File: src/sdcd_pkg.sv
package sdcd_pkg;
  // ----------------------------------------
  // Bus widths and codes
  // ----------------------------------------
  localparam int unsigned CA_W = 6;
  localparam int unsigned BANK_W = 3;
  localparam int unsigned NUM_BANKS = 8;
  // First-edge opcodes on cmd_addr_bus[4:0]
  localparam logic [4:0] OP_MPC = 5'h00;
  localparam logic [4:0] OP_CLOSE = 5'h10;
  localparam logic [4:0] OP_RESTORE = 5'h08;
  localparam logic [4:0] OP_SR_ENTRY = 5'h18;
  localparam logic [4:0] OP_WRITE = 5'h04;
  localparam logic [4:0] OP_SR_EXIT = 5'h14;
  localparam logic [4:0] OP_MWRITE = 5'h0c;
  localparam logic [4:0] OP_READ = 5'h02;
  localparam logic [4:0] OP_COL2 = 5'h12;
  localparam logic [4:0] OP_SWR1 = 5'h06;
  localparam logic [4:0] OP_SWR2 = 5'h16;
  localparam logic [4:0] OP_SRD1 = 5'h0e;
  // Row open uses bits 1:0
  localparam logic [1:0] OP_ROW1 = 2'h1;
  localparam logic [1:0] OP_ROW2 = 2'h3;
  // MULTI_PURPOSE_CMD opcodes needing a column second half (FIFO / calibration reads)
  localparam logic [6:0] MPC_RDFIFO = 7'h41;
  localparam logic [6:0] MPC_RDDQCAL = 7'h43;
  localparam logic [6:0] MPC_WRFIFO = 7'h47;
  // Idle slots required after oscillator / impedance MULTI_PURPOSE_CMD
  localparam int unsigned MPC_IDLE_SLOTS = 2;
  // Extra clocks before clock stop
  localparam int unsigned STOP_EXTRA_CLKS = 4;
  // Ready delay after clock restart
  localparam int unsigned CLK_PERIOD_NS = 100;
  localparam int unsigned PD_EXIT_NS = 8;
  localparam int unsigned PD_EXIT_MIN_CK = 5;
  localparam int unsigned PD_EXIT_CYC_NS = (PD_EXIT_NS + CLK_PERIOD_NS - 1) / CLK_PERIOD_NS;
  localparam int unsigned PD_EXIT_CYC =
    (PD_EXIT_CYC_NS > PD_EXIT_MIN_CK) ? PD_EXIT_CYC_NS : PD_EXIT_MIN_CK;
  localparam int unsigned READY_CYC = 2 + PD_EXIT_CYC;

  // Decoded command kinds
  typedef enum logic [4:0] {
    SDCD_CMD_NONE = 5'h00,
    SDCD_CMD_CLOSE = 5'h01,
    SDCD_CMD_RESTORE = 5'h02,
    SDCD_CMD_SR_ENTRY = 5'h03,
    SDCD_CMD_SR_EXIT = 5'h04,
    SDCD_CMD_WRITE = 5'h05,
    SDCD_CMD_MWRITE = 5'h06,
    SDCD_CMD_READ = 5'h07,
    SDCD_CMD_SET_READ = 5'h08,
    SDCD_CMD_SET_WRITE = 5'h09,
    SDCD_CMD_MPC = 5'h0a,
    SDCD_CMD_ROW_OPEN = 5'h0b
  } sdcd_cmd_t;
endpackage : sdcd_pkg

File: src/sdcd_if.sv
`timescale 1ns/10ps
interface sdcd_if;
  logic cke;
  logic cs;
  logic [5:0] cmd_addr_bus;
  logic clk_true;
  logic clk_comp;
  modport dev (input cke, input cs, input cmd_addr_bus, input clk_true, input clk_comp);
  modport ctl (output cke, output cs, output cmd_addr_bus, output clk_true, output clk_comp);
endinterface : sdcd_if

File: src/sdcd_dev.sv
`timescale 1ns/10ps
module sdcd_dev #(
  parameter int unsigned READY_CYCLES = sdcd_pkg::READY_CYC
) (
  input wire logic i_ref_clk, // Clock
  input wire logic i_rst, // Async reset, high
  sdcd_if.dev bus, // Link from controller
  input wire logic i_otf_burst_en, // On-the-fly burst enable
  output logic o_cmd_valid, // Decoded command pulse
  output sdcd_pkg::sdcd_cmd_t o_cmd_kind, // Command kind
  output logic [7:0] o_cmd_banks, // Banks acted upon
  output logic o_auto_close, // Close after access
  output logic o_burst32, // Burst length 32
  output logic [9:0] o_column, // Column address
  output logic [16:0] o_row, // Row address
  output logic [5:0] o_set_addr, // Setting address
  output logic [7:0] o_set_data, // Setting data / MULTI_PURPOSE_CMD op
  output logic o_seq_error, // Pairing violation, sticky
  output logic o_ready // Ready for normal operation
);
  typedef enum logic [1:0] {
    SDCD_D_FIRST = 2'h0,
    SDCD_D_SECOND = 2'h1,
    SDCD_D_WAIT_COL = 2'h3,
    SDCD_D_WAIT_PAIR = 2'h2
  } sdcd_dst_t;

  sdcd_dst_t state_ff, nxt_state;
  logic [5:0] r1_ff, nxt_r1;
  logic [5:0] prev_ff, nxt_prev;
  logic [4:0] col_ff, nxt_col;
  sdcd_pkg::sdcd_cmd_t kind_ff, nxt_kind;
  logic err_ff, nxt_err;
  logic valid_ff, nxt_valid;
  sdcd_pkg::sdcd_cmd_t okind_ff, nxt_okind;
  logic [7:0] banks_ff, nxt_banks;
  logic ac_ff, nxt_ac, b32_ff, nxt_b32;
  logic [9:0] colo_ff, nxt_colo;
  logic [16:0] row_ff, nxt_row;
  logic [5:0] sa_ff, nxt_sa;
  logic [7:0] sd_ff, nxt_sd;
  logic [1:0] idle_ff, nxt_idle;
  logic [15:0] rdy_ff, nxt_rdy;
  logic prev_clk_ff;
  sdcd_pkg::sdcd_cmd_t k1;
  logic [5:0] ca;
  logic [6:0] mop;

  assign ca = bus.cmd_addr_bus;

  // ----------------------------------------
  // First-edge decode
  // ----------------------------------------
  // first-edge opcode table; row open matched on bits 1:0
  always_comb begin
    case (r1_ff[4:0])
      sdcd_pkg::OP_MPC: k1 = sdcd_pkg::SDCD_CMD_MPC;
      sdcd_pkg::OP_CLOSE: k1 = sdcd_pkg::SDCD_CMD_CLOSE;
      sdcd_pkg::OP_RESTORE: k1 = sdcd_pkg::SDCD_CMD_RESTORE;
      sdcd_pkg::OP_SR_ENTRY: k1 = sdcd_pkg::SDCD_CMD_SR_ENTRY;
      sdcd_pkg::OP_WRITE: k1 = sdcd_pkg::SDCD_CMD_WRITE;
      sdcd_pkg::OP_SR_EXIT: k1 = sdcd_pkg::SDCD_CMD_SR_EXIT;
      sdcd_pkg::OP_MWRITE: k1 = sdcd_pkg::SDCD_CMD_MWRITE;
      sdcd_pkg::OP_READ: k1 = sdcd_pkg::SDCD_CMD_READ;
      sdcd_pkg::OP_SWR1: k1 = sdcd_pkg::SDCD_CMD_SET_WRITE;
      sdcd_pkg::OP_SRD1: k1 = sdcd_pkg::SDCD_CMD_SET_READ;
      default: k1 = sdcd_pkg::SDCD_CMD_NONE;
    endcase
    if (r1_ff[1:0] == sdcd_pkg::OP_ROW1) begin
      k1 = sdcd_pkg::SDCD_CMD_ROW_OPEN;
    end
    mop = {r1_ff[5], ca};
  end

  // ----------------------------------------
  // Command sequencer
  // ----------------------------------------
  always_comb begin
    nxt_state = state_ff;
    nxt_r1 = r1_ff;
    nxt_prev = prev_ff;
    nxt_col = col_ff;
    nxt_kind = kind_ff;
    nxt_err = err_ff;
    nxt_valid = 1'b0;
    nxt_okind = okind_ff;
    nxt_banks = banks_ff;
    nxt_ac = ac_ff;
    nxt_b32 = b32_ff;
    nxt_colo = colo_ff;
    nxt_row = row_ff;
    nxt_sa = sa_ff;
    nxt_sd = sd_ff;
    nxt_idle = idle_ff;
    case (state_ff)
      SDCD_D_FIRST: begin
        if (bus.cs) begin
          if (idle_ff != 2'h0) begin
            nxt_err = 1'b1;
          end
          if (ca[4:0] == sdcd_pkg::OP_COL2 || ca[1:0] == sdcd_pkg::OP_ROW2 || ca[4:0] == sdcd_pkg::OP_SWR2) begin
            nxt_err = 1'b1;
          end
          nxt_r1 = ca;
          nxt_state = SDCD_D_SECOND;
        end else if (idle_ff != 2'h0) begin
          nxt_idle = idle_ff - 2'h1;
        end
      end
      SDCD_D_SECOND: begin
        nxt_state = SDCD_D_FIRST;
        nxt_kind = k1;
        nxt_prev = ca;
        nxt_banks = 8'h01 << ca[2:0];
        case (k1)
          sdcd_pkg::SDCD_CMD_CLOSE, sdcd_pkg::SDCD_CMD_RESTORE: begin
            if (r1_ff[5]) begin
              nxt_banks = 8'hff;
            end
            nxt_okind = k1;
            nxt_valid = 1'b1;
          end
          sdcd_pkg::SDCD_CMD_SR_ENTRY, sdcd_pkg::SDCD_CMD_SR_EXIT: begin
            nxt_okind = k1;
            nxt_valid = 1'b1;
          end
          sdcd_pkg::SDCD_CMD_WRITE, sdcd_pkg::SDCD_CMD_MWRITE, sdcd_pkg::SDCD_CMD_READ: begin
            nxt_ac = ca[5];
            nxt_b32 = i_otf_burst_en && r1_ff[5] && k1 != sdcd_pkg::SDCD_CMD_MWRITE;
            nxt_colo[9] = ca[4];
            nxt_state = SDCD_D_WAIT_COL;
          end
          sdcd_pkg::SDCD_CMD_SET_READ: begin
            nxt_sa = ca;
            nxt_state = SDCD_D_WAIT_COL;
          end
          sdcd_pkg::SDCD_CMD_MPC: begin
            nxt_sd = {1'b0, mop};
            if (mop == sdcd_pkg::MPC_RDFIFO || mop == sdcd_pkg::MPC_RDDQCAL || mop == sdcd_pkg::MPC_WRFIFO) begin
              nxt_state = SDCD_D_WAIT_COL;
            end else begin
              nxt_okind = k1;
              nxt_valid = 1'b1;
              nxt_idle = 2'(sdcd_pkg::MPC_IDLE_SLOTS);
            end
          end
          sdcd_pkg::SDCD_CMD_SET_WRITE, sdcd_pkg::SDCD_CMD_ROW_OPEN: begin
            nxt_state = SDCD_D_WAIT_PAIR;
          end
          default: ;
        endcase
      end
      SDCD_D_WAIT_COL, SDCD_D_WAIT_PAIR: begin
        if (!bus.cs) begin
          nxt_err = 1'b1;
          nxt_state = SDCD_D_FIRST;
        end else begin
          nxt_r1 = ca;
          nxt_col = {ca[5], 4'h0};
          if (state_ff == SDCD_D_WAIT_COL && ca[4:0] != sdcd_pkg::OP_COL2) begin
            nxt_err = 1'b1;
          end
          if (kind_ff == sdcd_pkg::SDCD_CMD_ROW_OPEN && ca[1:0] != sdcd_pkg::OP_ROW2) begin
            nxt_err = 1'b1;
          end
          if (kind_ff == sdcd_pkg::SDCD_CMD_SET_WRITE && ca[4:0] != sdcd_pkg::OP_SWR2) begin
            nxt_err = 1'b1;
          end
          nxt_state = SDCD_D_SECOND;
        end
      end
      default: nxt_state = SDCD_D_FIRST;
    endcase
    // Second half of a pair completes here
    if (state_ff == SDCD_D_SECOND && (r1_ff[4:0] == sdcd_pkg::OP_COL2 || r1_ff[1:0] == sdcd_pkg::OP_ROW2 ||
        r1_ff[4:0] == sdcd_pkg::OP_SWR2) && kind_ff != sdcd_pkg::SDCD_CMD_NONE && !err_ff) begin
      nxt_state = SDCD_D_FIRST;
      nxt_valid = 1'b1;
      nxt_okind = kind_ff;
      nxt_banks = banks_ff;
      if (kind_ff == sdcd_pkg::SDCD_CMD_ROW_OPEN) begin
        nxt_row = {r1_ff[5:2], prev_ff[5:4], r1_ff[5:2], ca[5:0], 1'b0};
      end else if (kind_ff == sdcd_pkg::SDCD_CMD_SET_WRITE) begin
        nxt_sd = {prev_ff[5], r1_ff[5], ca};
        nxt_sa = prev_ff;
      end else begin
        nxt_colo = {colo_ff[9], col_ff[4], ca, 2'h0};
      end
    end
  end

  always_ff @(posedge i_ref_clk or posedge i_rst) begin
    if (i_rst) begin
      state_ff <= SDCD_D_FIRST;
      r1_ff <= 6'h00;
      prev_ff <= 6'h00;
      col_ff <= 5'h00;
      kind_ff <= sdcd_pkg::SDCD_CMD_NONE;
      err_ff <= 1'b0;
      valid_ff <= 1'b0;
      okind_ff <= sdcd_pkg::SDCD_CMD_NONE;
      banks_ff <= 8'h00;
      ac_ff <= 1'b0;
      b32_ff <= 1'b0;
      colo_ff <= 10'h000;
      row_ff <= 17'h00000;
      sa_ff <= 6'h00;
      sd_ff <= 8'h00;
      idle_ff <= 2'h0;
    end else begin
      state_ff <= nxt_state;
      r1_ff <= nxt_r1;
      prev_ff <= nxt_prev;
      col_ff <= nxt_col;
      kind_ff <= nxt_kind;
      err_ff <= nxt_err;
      valid_ff <= nxt_valid;
      okind_ff <= nxt_okind;
      banks_ff <= nxt_banks;
      ac_ff <= nxt_ac;
      b32_ff <= nxt_b32;
      colo_ff <= nxt_colo;
      row_ff <= nxt_row;
      sa_ff <= nxt_sa;
      sd_ff <= nxt_sd;
      idle_ff <= nxt_idle;
    end
  end

  // ----------------------------------------
  // Ready after clock restart
  // ----------------------------------------
  // ready count
  always_comb begin
    nxt_rdy = rdy_ff;
    if (!bus.clk_true && bus.clk_comp && prev_clk_ff == 1'b0) begin
      nxt_rdy = 16'(READY_CYCLES);
    end else if (rdy_ff != 16'h0000) begin
      nxt_rdy = rdy_ff - 16'h0001;
    end
  end

  always_ff @(posedge i_ref_clk or posedge i_rst) begin
    if (i_rst) begin
      rdy_ff <= 16'h0000;
      prev_clk_ff <= 1'b1;
    end else begin
      rdy_ff <= nxt_rdy;
      prev_clk_ff <= bus.clk_true;
    end
  end

  assign o_cmd_valid = valid_ff;
  assign o_cmd_kind = okind_ff;
  assign o_cmd_banks = banks_ff;
  assign o_auto_close = ac_ff;
  assign o_burst32 = b32_ff;
  assign o_column = colo_ff;
  assign o_row = row_ff;
  assign o_set_addr = sa_ff;
  assign o_set_data = sd_ff;
  assign o_seq_error = err_ff;
  assign o_ready = (rdy_ff == 16'h0000);
endmodule : sdcd_dev

File: src/flat_wrapper.sv
// flat-port wrapper written by rule: the top's interface ports become plain ports
module sdcd_dev_flat 
#(
  parameter int unsigned READY_CYCLES = sdcd_pkg::READY_CYC
)
  (i_ref_clk, i_rst, i_otf_burst_en, o_cmd_valid, o_cmd_kind, o_cmd_banks, o_auto_close, o_burst32, o_column, o_row, o_set_addr, o_set_data, o_seq_error, o_ready, bus_cke, bus_cs, bus_cmd_addr_bus, bus_clk_true, bus_clk_comp);
  sdcd_if bus_i ();
  input wire logic i_ref_clk;
  input wire logic i_rst;
  input wire logic i_otf_burst_en;
  output logic o_cmd_valid;
  output sdcd_pkg::sdcd_cmd_t o_cmd_kind;
  output logic [7:0] o_cmd_banks;
  output logic o_auto_close;
  output logic o_burst32;
  output logic [9:0] o_column;
  output logic [16:0] o_row;
  output logic [5:0] o_set_addr;
  output logic [7:0] o_set_data;
  output logic o_seq_error;
  output logic o_ready;
  input wire logic [$bits(bus_i.cke)-1:0] bus_cke;
  input wire logic [$bits(bus_i.cs)-1:0] bus_cs;
  input wire logic [$bits(bus_i.cmd_addr_bus)-1:0] bus_cmd_addr_bus;
  input wire logic [$bits(bus_i.clk_true)-1:0] bus_clk_true;
  input wire logic [$bits(bus_i.clk_comp)-1:0] bus_clk_comp;
  assign bus_i.cke = bus_cke;
  assign bus_i.cs = bus_cs;
  assign bus_i.cmd_addr_bus = bus_cmd_addr_bus;
  assign bus_i.clk_true = bus_clk_true;
  assign bus_i.clk_comp = bus_clk_comp;
  sdcd_dev #(.READY_CYCLES(READY_CYCLES)) u_core (.i_ref_clk(i_ref_clk), .i_rst(i_rst), .bus(bus_i), .i_otf_burst_en(i_otf_burst_en), .o_cmd_valid(o_cmd_valid), .o_cmd_kind(o_cmd_kind), .o_cmd_banks(o_cmd_banks), .o_auto_close(o_auto_close), .o_burst32(o_burst32), .o_column(o_column), .o_row(o_row), .o_set_addr(o_set_addr), .o_set_data(o_set_data), .o_seq_error(o_seq_error), .o_ready(o_ready));
endmodule
File: config.mk
export PLATFORM = sky130hd
export DESIGN_NAME = sdcd_dev_flat
export DESIGN_NICKNAME = d
export VERILOG_FILES = /design/src/sdcd_pkg.sv /design/src/sdcd_if.sv /design/src/sdcd_dev.sv /design/src/flat_wrapper.sv
export SDC_FILE = /design/constraint.sdc
export NUM_CORES = 1
export LEC_CHECK = 0
export BUFFER_PORTS_ARGS = -buffer_cell sky130_fd_sc_hd__buf_2
export CAP_MARGIN = 10
export CORE_MARGIN = 10
export CORE_UTILIZATION = 50
export CTS_CLUSTER_DIAMETER = 120
export DETAILED_ROUTE_END_ITERATION = 10
export PLACE_DENSITY = 0.72
export SLEW_MARGIN = 20
export SYNTH_ARGS = -nofsm -noshare
export SYNTH_HDL_FRONTEND = slang
export SYNTH_SLANG_ARGS = --single-unit
File: constraint.sdc
create_clock -name i_ref_clk -period 2.8 [get_ports i_ref_clk]
set_input_delay 0.14 -clock i_ref_clk [delete_from_list [all_inputs] [get_ports i_ref_clk]]
set_output_delay 0.14 -clock i_ref_clk [all_outputs]
set_load 0.1 [all_outputs]
**Word level (Yosys, flattened, before mapping)**

Memories as Yosys holds them, arrays and structs flattened.
Index checks and enable logic that the tools add are counted.

- Memories: 1
- Output and inout bits: 59
- Word-level logic and storage cells: 158
- Memory bits (read-only): 128
- Bits in registers: 94
- Input port bits: 13

- Bitwise operators: 4
- Equal/unequal tests: 40
- Shift operators: 1
- $add $sub $neg: 2
- Mux-type cells: 47
- Reductions and logical operators: 44

Memory list:

| memory | depth | width | rd ports | clocked after memory_dff | write ports | RTL line | RTL |
|---|---|---|---|---|---|---|---|
| (name not given) | 32 | 4 | 1 | 0 | 0 | sdcd_dev.sv:56 | `case (r1_ff[4:0])` |

Operator list:

| operator | count |
|---|---|
| 8-bit two-way mux | 7 |
| 16-bit two-way mux | 2 |
| 5-bit by 4-bit == test with 1-bit output, second input constant | 6 |
| 10-bit two-way mux | 3 |
| 6-bit two-way mux | 5 |
| 7-bit == test, second input constant | 3 |
| 5-bit by 3-bit == test with 1-bit output, second input constant | 4 |
| 5-bit == test, second input constant | 4 |
| 5-bit two-way mux | 4 |
| 16-bit logical NOT | 1 |
| 16-bit nonzero test | 1 |
| 16-bit by 1-bit subtractor with 16-bit output, second input constant | 1 |
| 2-bit two-way mux | 7 |
| 1-bit two-way mux | 13 |
| 2-bit case mux with 3 select lines | 2 |
| 5-bit by 2-bit == test with 1-bit output, second input constant | 2 |
| 1-bit logical AND | 10 |
| 2-bit != test, second input constant | 5 |
| 5-bit != test, second input constant | 2 |
| 5-bit case mux with 2 select lines | 1 |
| 2-bit AND reduction | 5 |
| 2-bit nonzero test | 5 |
| 2-bit == test, second input constant | 4 |
| 4-bit OR reduction | 2 |
| other kinds (23) | 39 |

**Depth between registers and ports, before layout**

- Depth after elaboration: 9
- Mapped depth: 7
- Depth with buffers taken out: 7

**Worst setup path after synthesis**

No wires, ideal clock.

- Path kind: register to register
- Start point: register u_core.err_ff, in the netlist u_core.o_seq_error
- End point: register u_core.row_ff[10], in the netlist u_core.o_row[10]
- Arrival time: 2114 ps
- Slack: 560 ps
- Stages on the path, launching flop included: 6
- Library setup time: 126 ps
- Period minus slack after synthesis: 2240 ps
- Required time: 2674 ps
- Buffers on the path: 1
- Cell sequence: dfrtp_1 > and4bb_2 > a21boi_2 > nand3_1 > buf_2 > mux2_2

- Cells in the longest elaborated chain, start to end: 3

RTL lines:

| item | RTL line | RTL |
|---|---|---|
| start: declaration | sdcd_dev.sv:33 | `logic err_ff, nxt_err;` |
| start signal: assignment | sdcd_dev.sv:216 | `err_ff <= nxt_err;` |
| 1-bit logical NOT | sdcd_dev.sv:176 | `r1_ff[4:0] == sdcd_pkg::OP_SWR2) && kind_ff != sdcd_pkg::SDCD_CMD_NONE && !err_ff) begin` |
| 1-bit logical AND | sdcd_dev.sv:176 |  |
| 2-bit AND reduction (no source line) | -- |  |
| end signal: assignment | sdcd_dev.sv:223 | `row_ff <= nxt_row;` |
| end: declaration | sdcd_dev.sv:39 | `logic [16:0] row_ff, nxt_row;` |

No other way between the ends.
A chain may end at the register's enable or synchronous reset.

**Final worst setup path**

- Start point: register u_core.rdy_ff[0]
- End point: output o_ready

- Cells in the longest elaborated chain, start to end: 1

RTL lines:

| item | RTL line | RTL |
|---|---|---|
| start: declaration | sdcd_dev.sv:43 | `logic [15:0] rdy_ff, nxt_rdy;` |
| start signal: assignment | sdcd_dev.sv:248 | `rdy_ff <= nxt_rdy;` |
| 16-bit logical NOT | sdcd_dev.sv:263 | `assign o_ready = (rdy_ff == 16'h0000);` |
| end: declaration | flat_wrapper.sv:21 | `output logic o_ready;` |

No other way between the ends.

==> run metrics <==
outcome complete, no violations; min Tclk post-route 2.41 ns; clk slew on worst S/H paths 0.09 ns; DPL Wire Length 7140 µm; # rows 33; area of the multi-input gates 1900 µm²; area grow syn2layout 15.0%; kind of critical path register to output pin; clock skew 0.0130 ns; CP bufs+invs 4; Clock Latency Late Sink 0.37 ns; diode count 0; crit end category output pin; DRC 0; Final period util 85.9%; Mapped Area 4300 µm²; largest net degree at the start of global routing 89; worst-path fanout max 9; DRT antenna net count 0; worst endpoint data arrival time 2.27 ns; Wirelength per Cell 17.7 µm; CTS root buffer clkbuf_8; initial antenna violation count 0; Total Routing Usage GR 16.1%; Worst path max stage delay 0.45 ns; I/O pin count 72; clk sinks 88; Sequential cell area 2200 µm²; total core area 8300 µm²; vias in the first global route 3,395; clock buffer count from CTS 9; final count of negative-setup-slack endpoints 0; Worst Hold End u_core.o_burst32; first-pass GRT wire length 17,000 µm; final hold vios 0; Syn. warnings 0; top_reg_cell synth dfrtp_1; initial DRC count 158; CP top delay family buffers and inverters; grt ovf 0; slowest stage cell, crit path buf_2; Slew HR 54.8%; crit path launch type register; Max Fclk 0.416 GHz; Design Area, Final 4940 µm²; Die Width 113 µm; nets 478; Final Max Tran Viols 0; R2R Setup Slk 0.59 ns; Worst R2R End u_core.o_set_data[1]; RSZ-0062 raised after global routing no; vias per cell 5.76; HP Start i_otf_burst_en; Die Height 113 µm; Worst R2R Path Depth 4; Max H-tree Level 3; HP Class input port to register; Port Buffers 66; filler cell count 709; placed instance area 4710 µm²; drt first pass iters 5; wirelength, routed 10,200 µm; Yosys cell types 70; Initial Util 51.8%; synthesized instance count 397; share of flip-flops with an asynchronous set or reset 100%; Max Root-Sink Buffers 2; cts repair resizes 0; Max-Cap Viols 0; worst-path cell chain inv_1, ha_1, nor4b_2, buf_4, nand4_1, inv_2, buf_2; routability congestion estimate from global placement 0.890; via count 3,303; #FFs+latches synth 88; hold path cells 3; total negative setup slack 0 ns; die area 12,700 µm²; Tightest Pin Transition 0.676 ns; CTS tree done; EDFF count, synth 0; sequential area share after synthesis 51.2%; CP required 2.66 ns; Avg Cell Area, Syn 10.8 µm²; share of post-route cells with drive strength above 1 32.3%; Reg2Reg Launch Point u_core.r1_ff[1]
## synthesized netlist by cell type, types with 9 or more instances
cell | n | share of area [%]
nand2b_1 | 9 | 1.3
nand2_1 | 39 | 3.4
nor3_1 | 10 | 1.2
mux2i_1 | 12 | 2.8
o21ai_0 | 20 | 2.3
inv_1 | 14 | 1.2
nand3_1 | 15 | 1.7
dfrtp_1 | 87 | 51
buf_4 | 9 | 1.6
a21oi_1 | 9 | 1.0
mux2_2 | 35 | 9.2
nor2_1 | 22 | 1.9
## placed cells by master (no fill, tap or decap), types with 2 or more instances in the layout
cell            n
a21oi_1         9
a221o_1         2
a2bb2oi_1       5
a311oi_1        2
a31oi_1         6
and3_1          3
buf_2          66
buf_4           9
clkbuf_8        9
clkinvlp_4      2
conb_1          4
dfrtp_1        87
dlygate4sd3_1   2
ha_1            2
inv_1          13
inv_6           2
inv_8           2
mux2_2         35
mux2i_1        12
nand2_1        39
nand2b_1        9
nand3_1        15
nand4_1         4
nor2_1         22
nor2b_1         6
nor3_1         10
nor3b_1         2
nor4_1          4
nor4b_2         2
o211a_1         2
o211ai_1        5
o21a_1          2
o21ai_0        20
o22a_1          5
o31ai_1         4
or3_1           4
or4_4           2
xor2_1          2
## per-layer routing
layer / up-vias / routed length, µm / share of wire, % / GRT usage (%)
met2: 88 / 4820 / 47 / 24.8
met1: 1646 / 4550 / 45 / 20.7
li1: 1552 / - / - / -
met3: 17 / 633 / 6.2 / 4.60
met4: 0 / 163 / 1.6 / 6.60
met5: - / 0 / 0 / 0
## worst min-delay path: cells and delay by family
family | cells | cell delay [ns]
buffers and inverters | 1 | 0.10
and+or+nand+nor | 1 | 0.05
AOI/OAI and AO/OA | 1 | 0.06
## kinds of logic after synthesis
family	share of synthesized area [%]
and+or+nand+nor	17.9
other	0.0872
xor gates and xnor gates	0.611
muxes	12.0
buffers and inverters	4.74
adders and majority gates	0.582
DFF	51.2
AOI/OAI and AO/OA	12.9
## layout make-up
cell class	count	area share, %
clock inverters	7	1.72
multi-input cells	271	38.5
clock buffers	9	2.51
inverters	15	1.16
well taps	105	2.66
flip-flops and latches	88	44.6
repair buffers	78	8.86
## state kept, by name, indices dropped and copies added, names as in the netlist, 6 cells and up
name                cells
u_core.o_column         8
u_core.r1_ff            6
u_core.o_row           12
u_core.o_set_data       8
u_core.o_set_addr       6
u_core.prev_ff          6
u_core.rdy_ff          16
u_core.o_cmd_banks      8
## metrics by stage
step           hold WS [ns]  util (%)  worst slack, ns  std cells
5_1_grt              0.0198      59.6            0.261        573
6_report             0.0184      59.6            0.394        573
4_1_cts             0.00824      59.6            0.360        573
2_1_floorplan         0.144         -            0.383        400
3_5_place_dp          0.264      56.8            0.613        555
3_3_place_gp          0.262      56.8            0.699        555
## worst max-delay path by stage
stage | start | endpoint | slack (ns) | cells past startpoint
after CTS | u_core.rdy_ff[0] | o_ready | 0.36 | 7
after floorplan | i_rst | u_core.col_ff[4] | 0.38 | 1
final | u_core.rdy_ff[0] | o_ready | 0.39 | 7
after global routing | u_core.rdy_ff[0] | o_ready | 0.26 | 7
after global placement | u_core.r1_ff[1] | u_core.o_set_data[5] | 0.70 | 4
after detailed placement | u_core.r1_ff[1] | u_core.o_set_data[1] | 0.61 | 4
## timing repair
item                      CTS  global route
hold endpoints to repair   88             0
hold buffers                2             0
buffers inserted            0             0
Power is left out: the tool's default activity adds up to more than one toggle a clock period on the data nets, which glitch-free logic cannot reach.
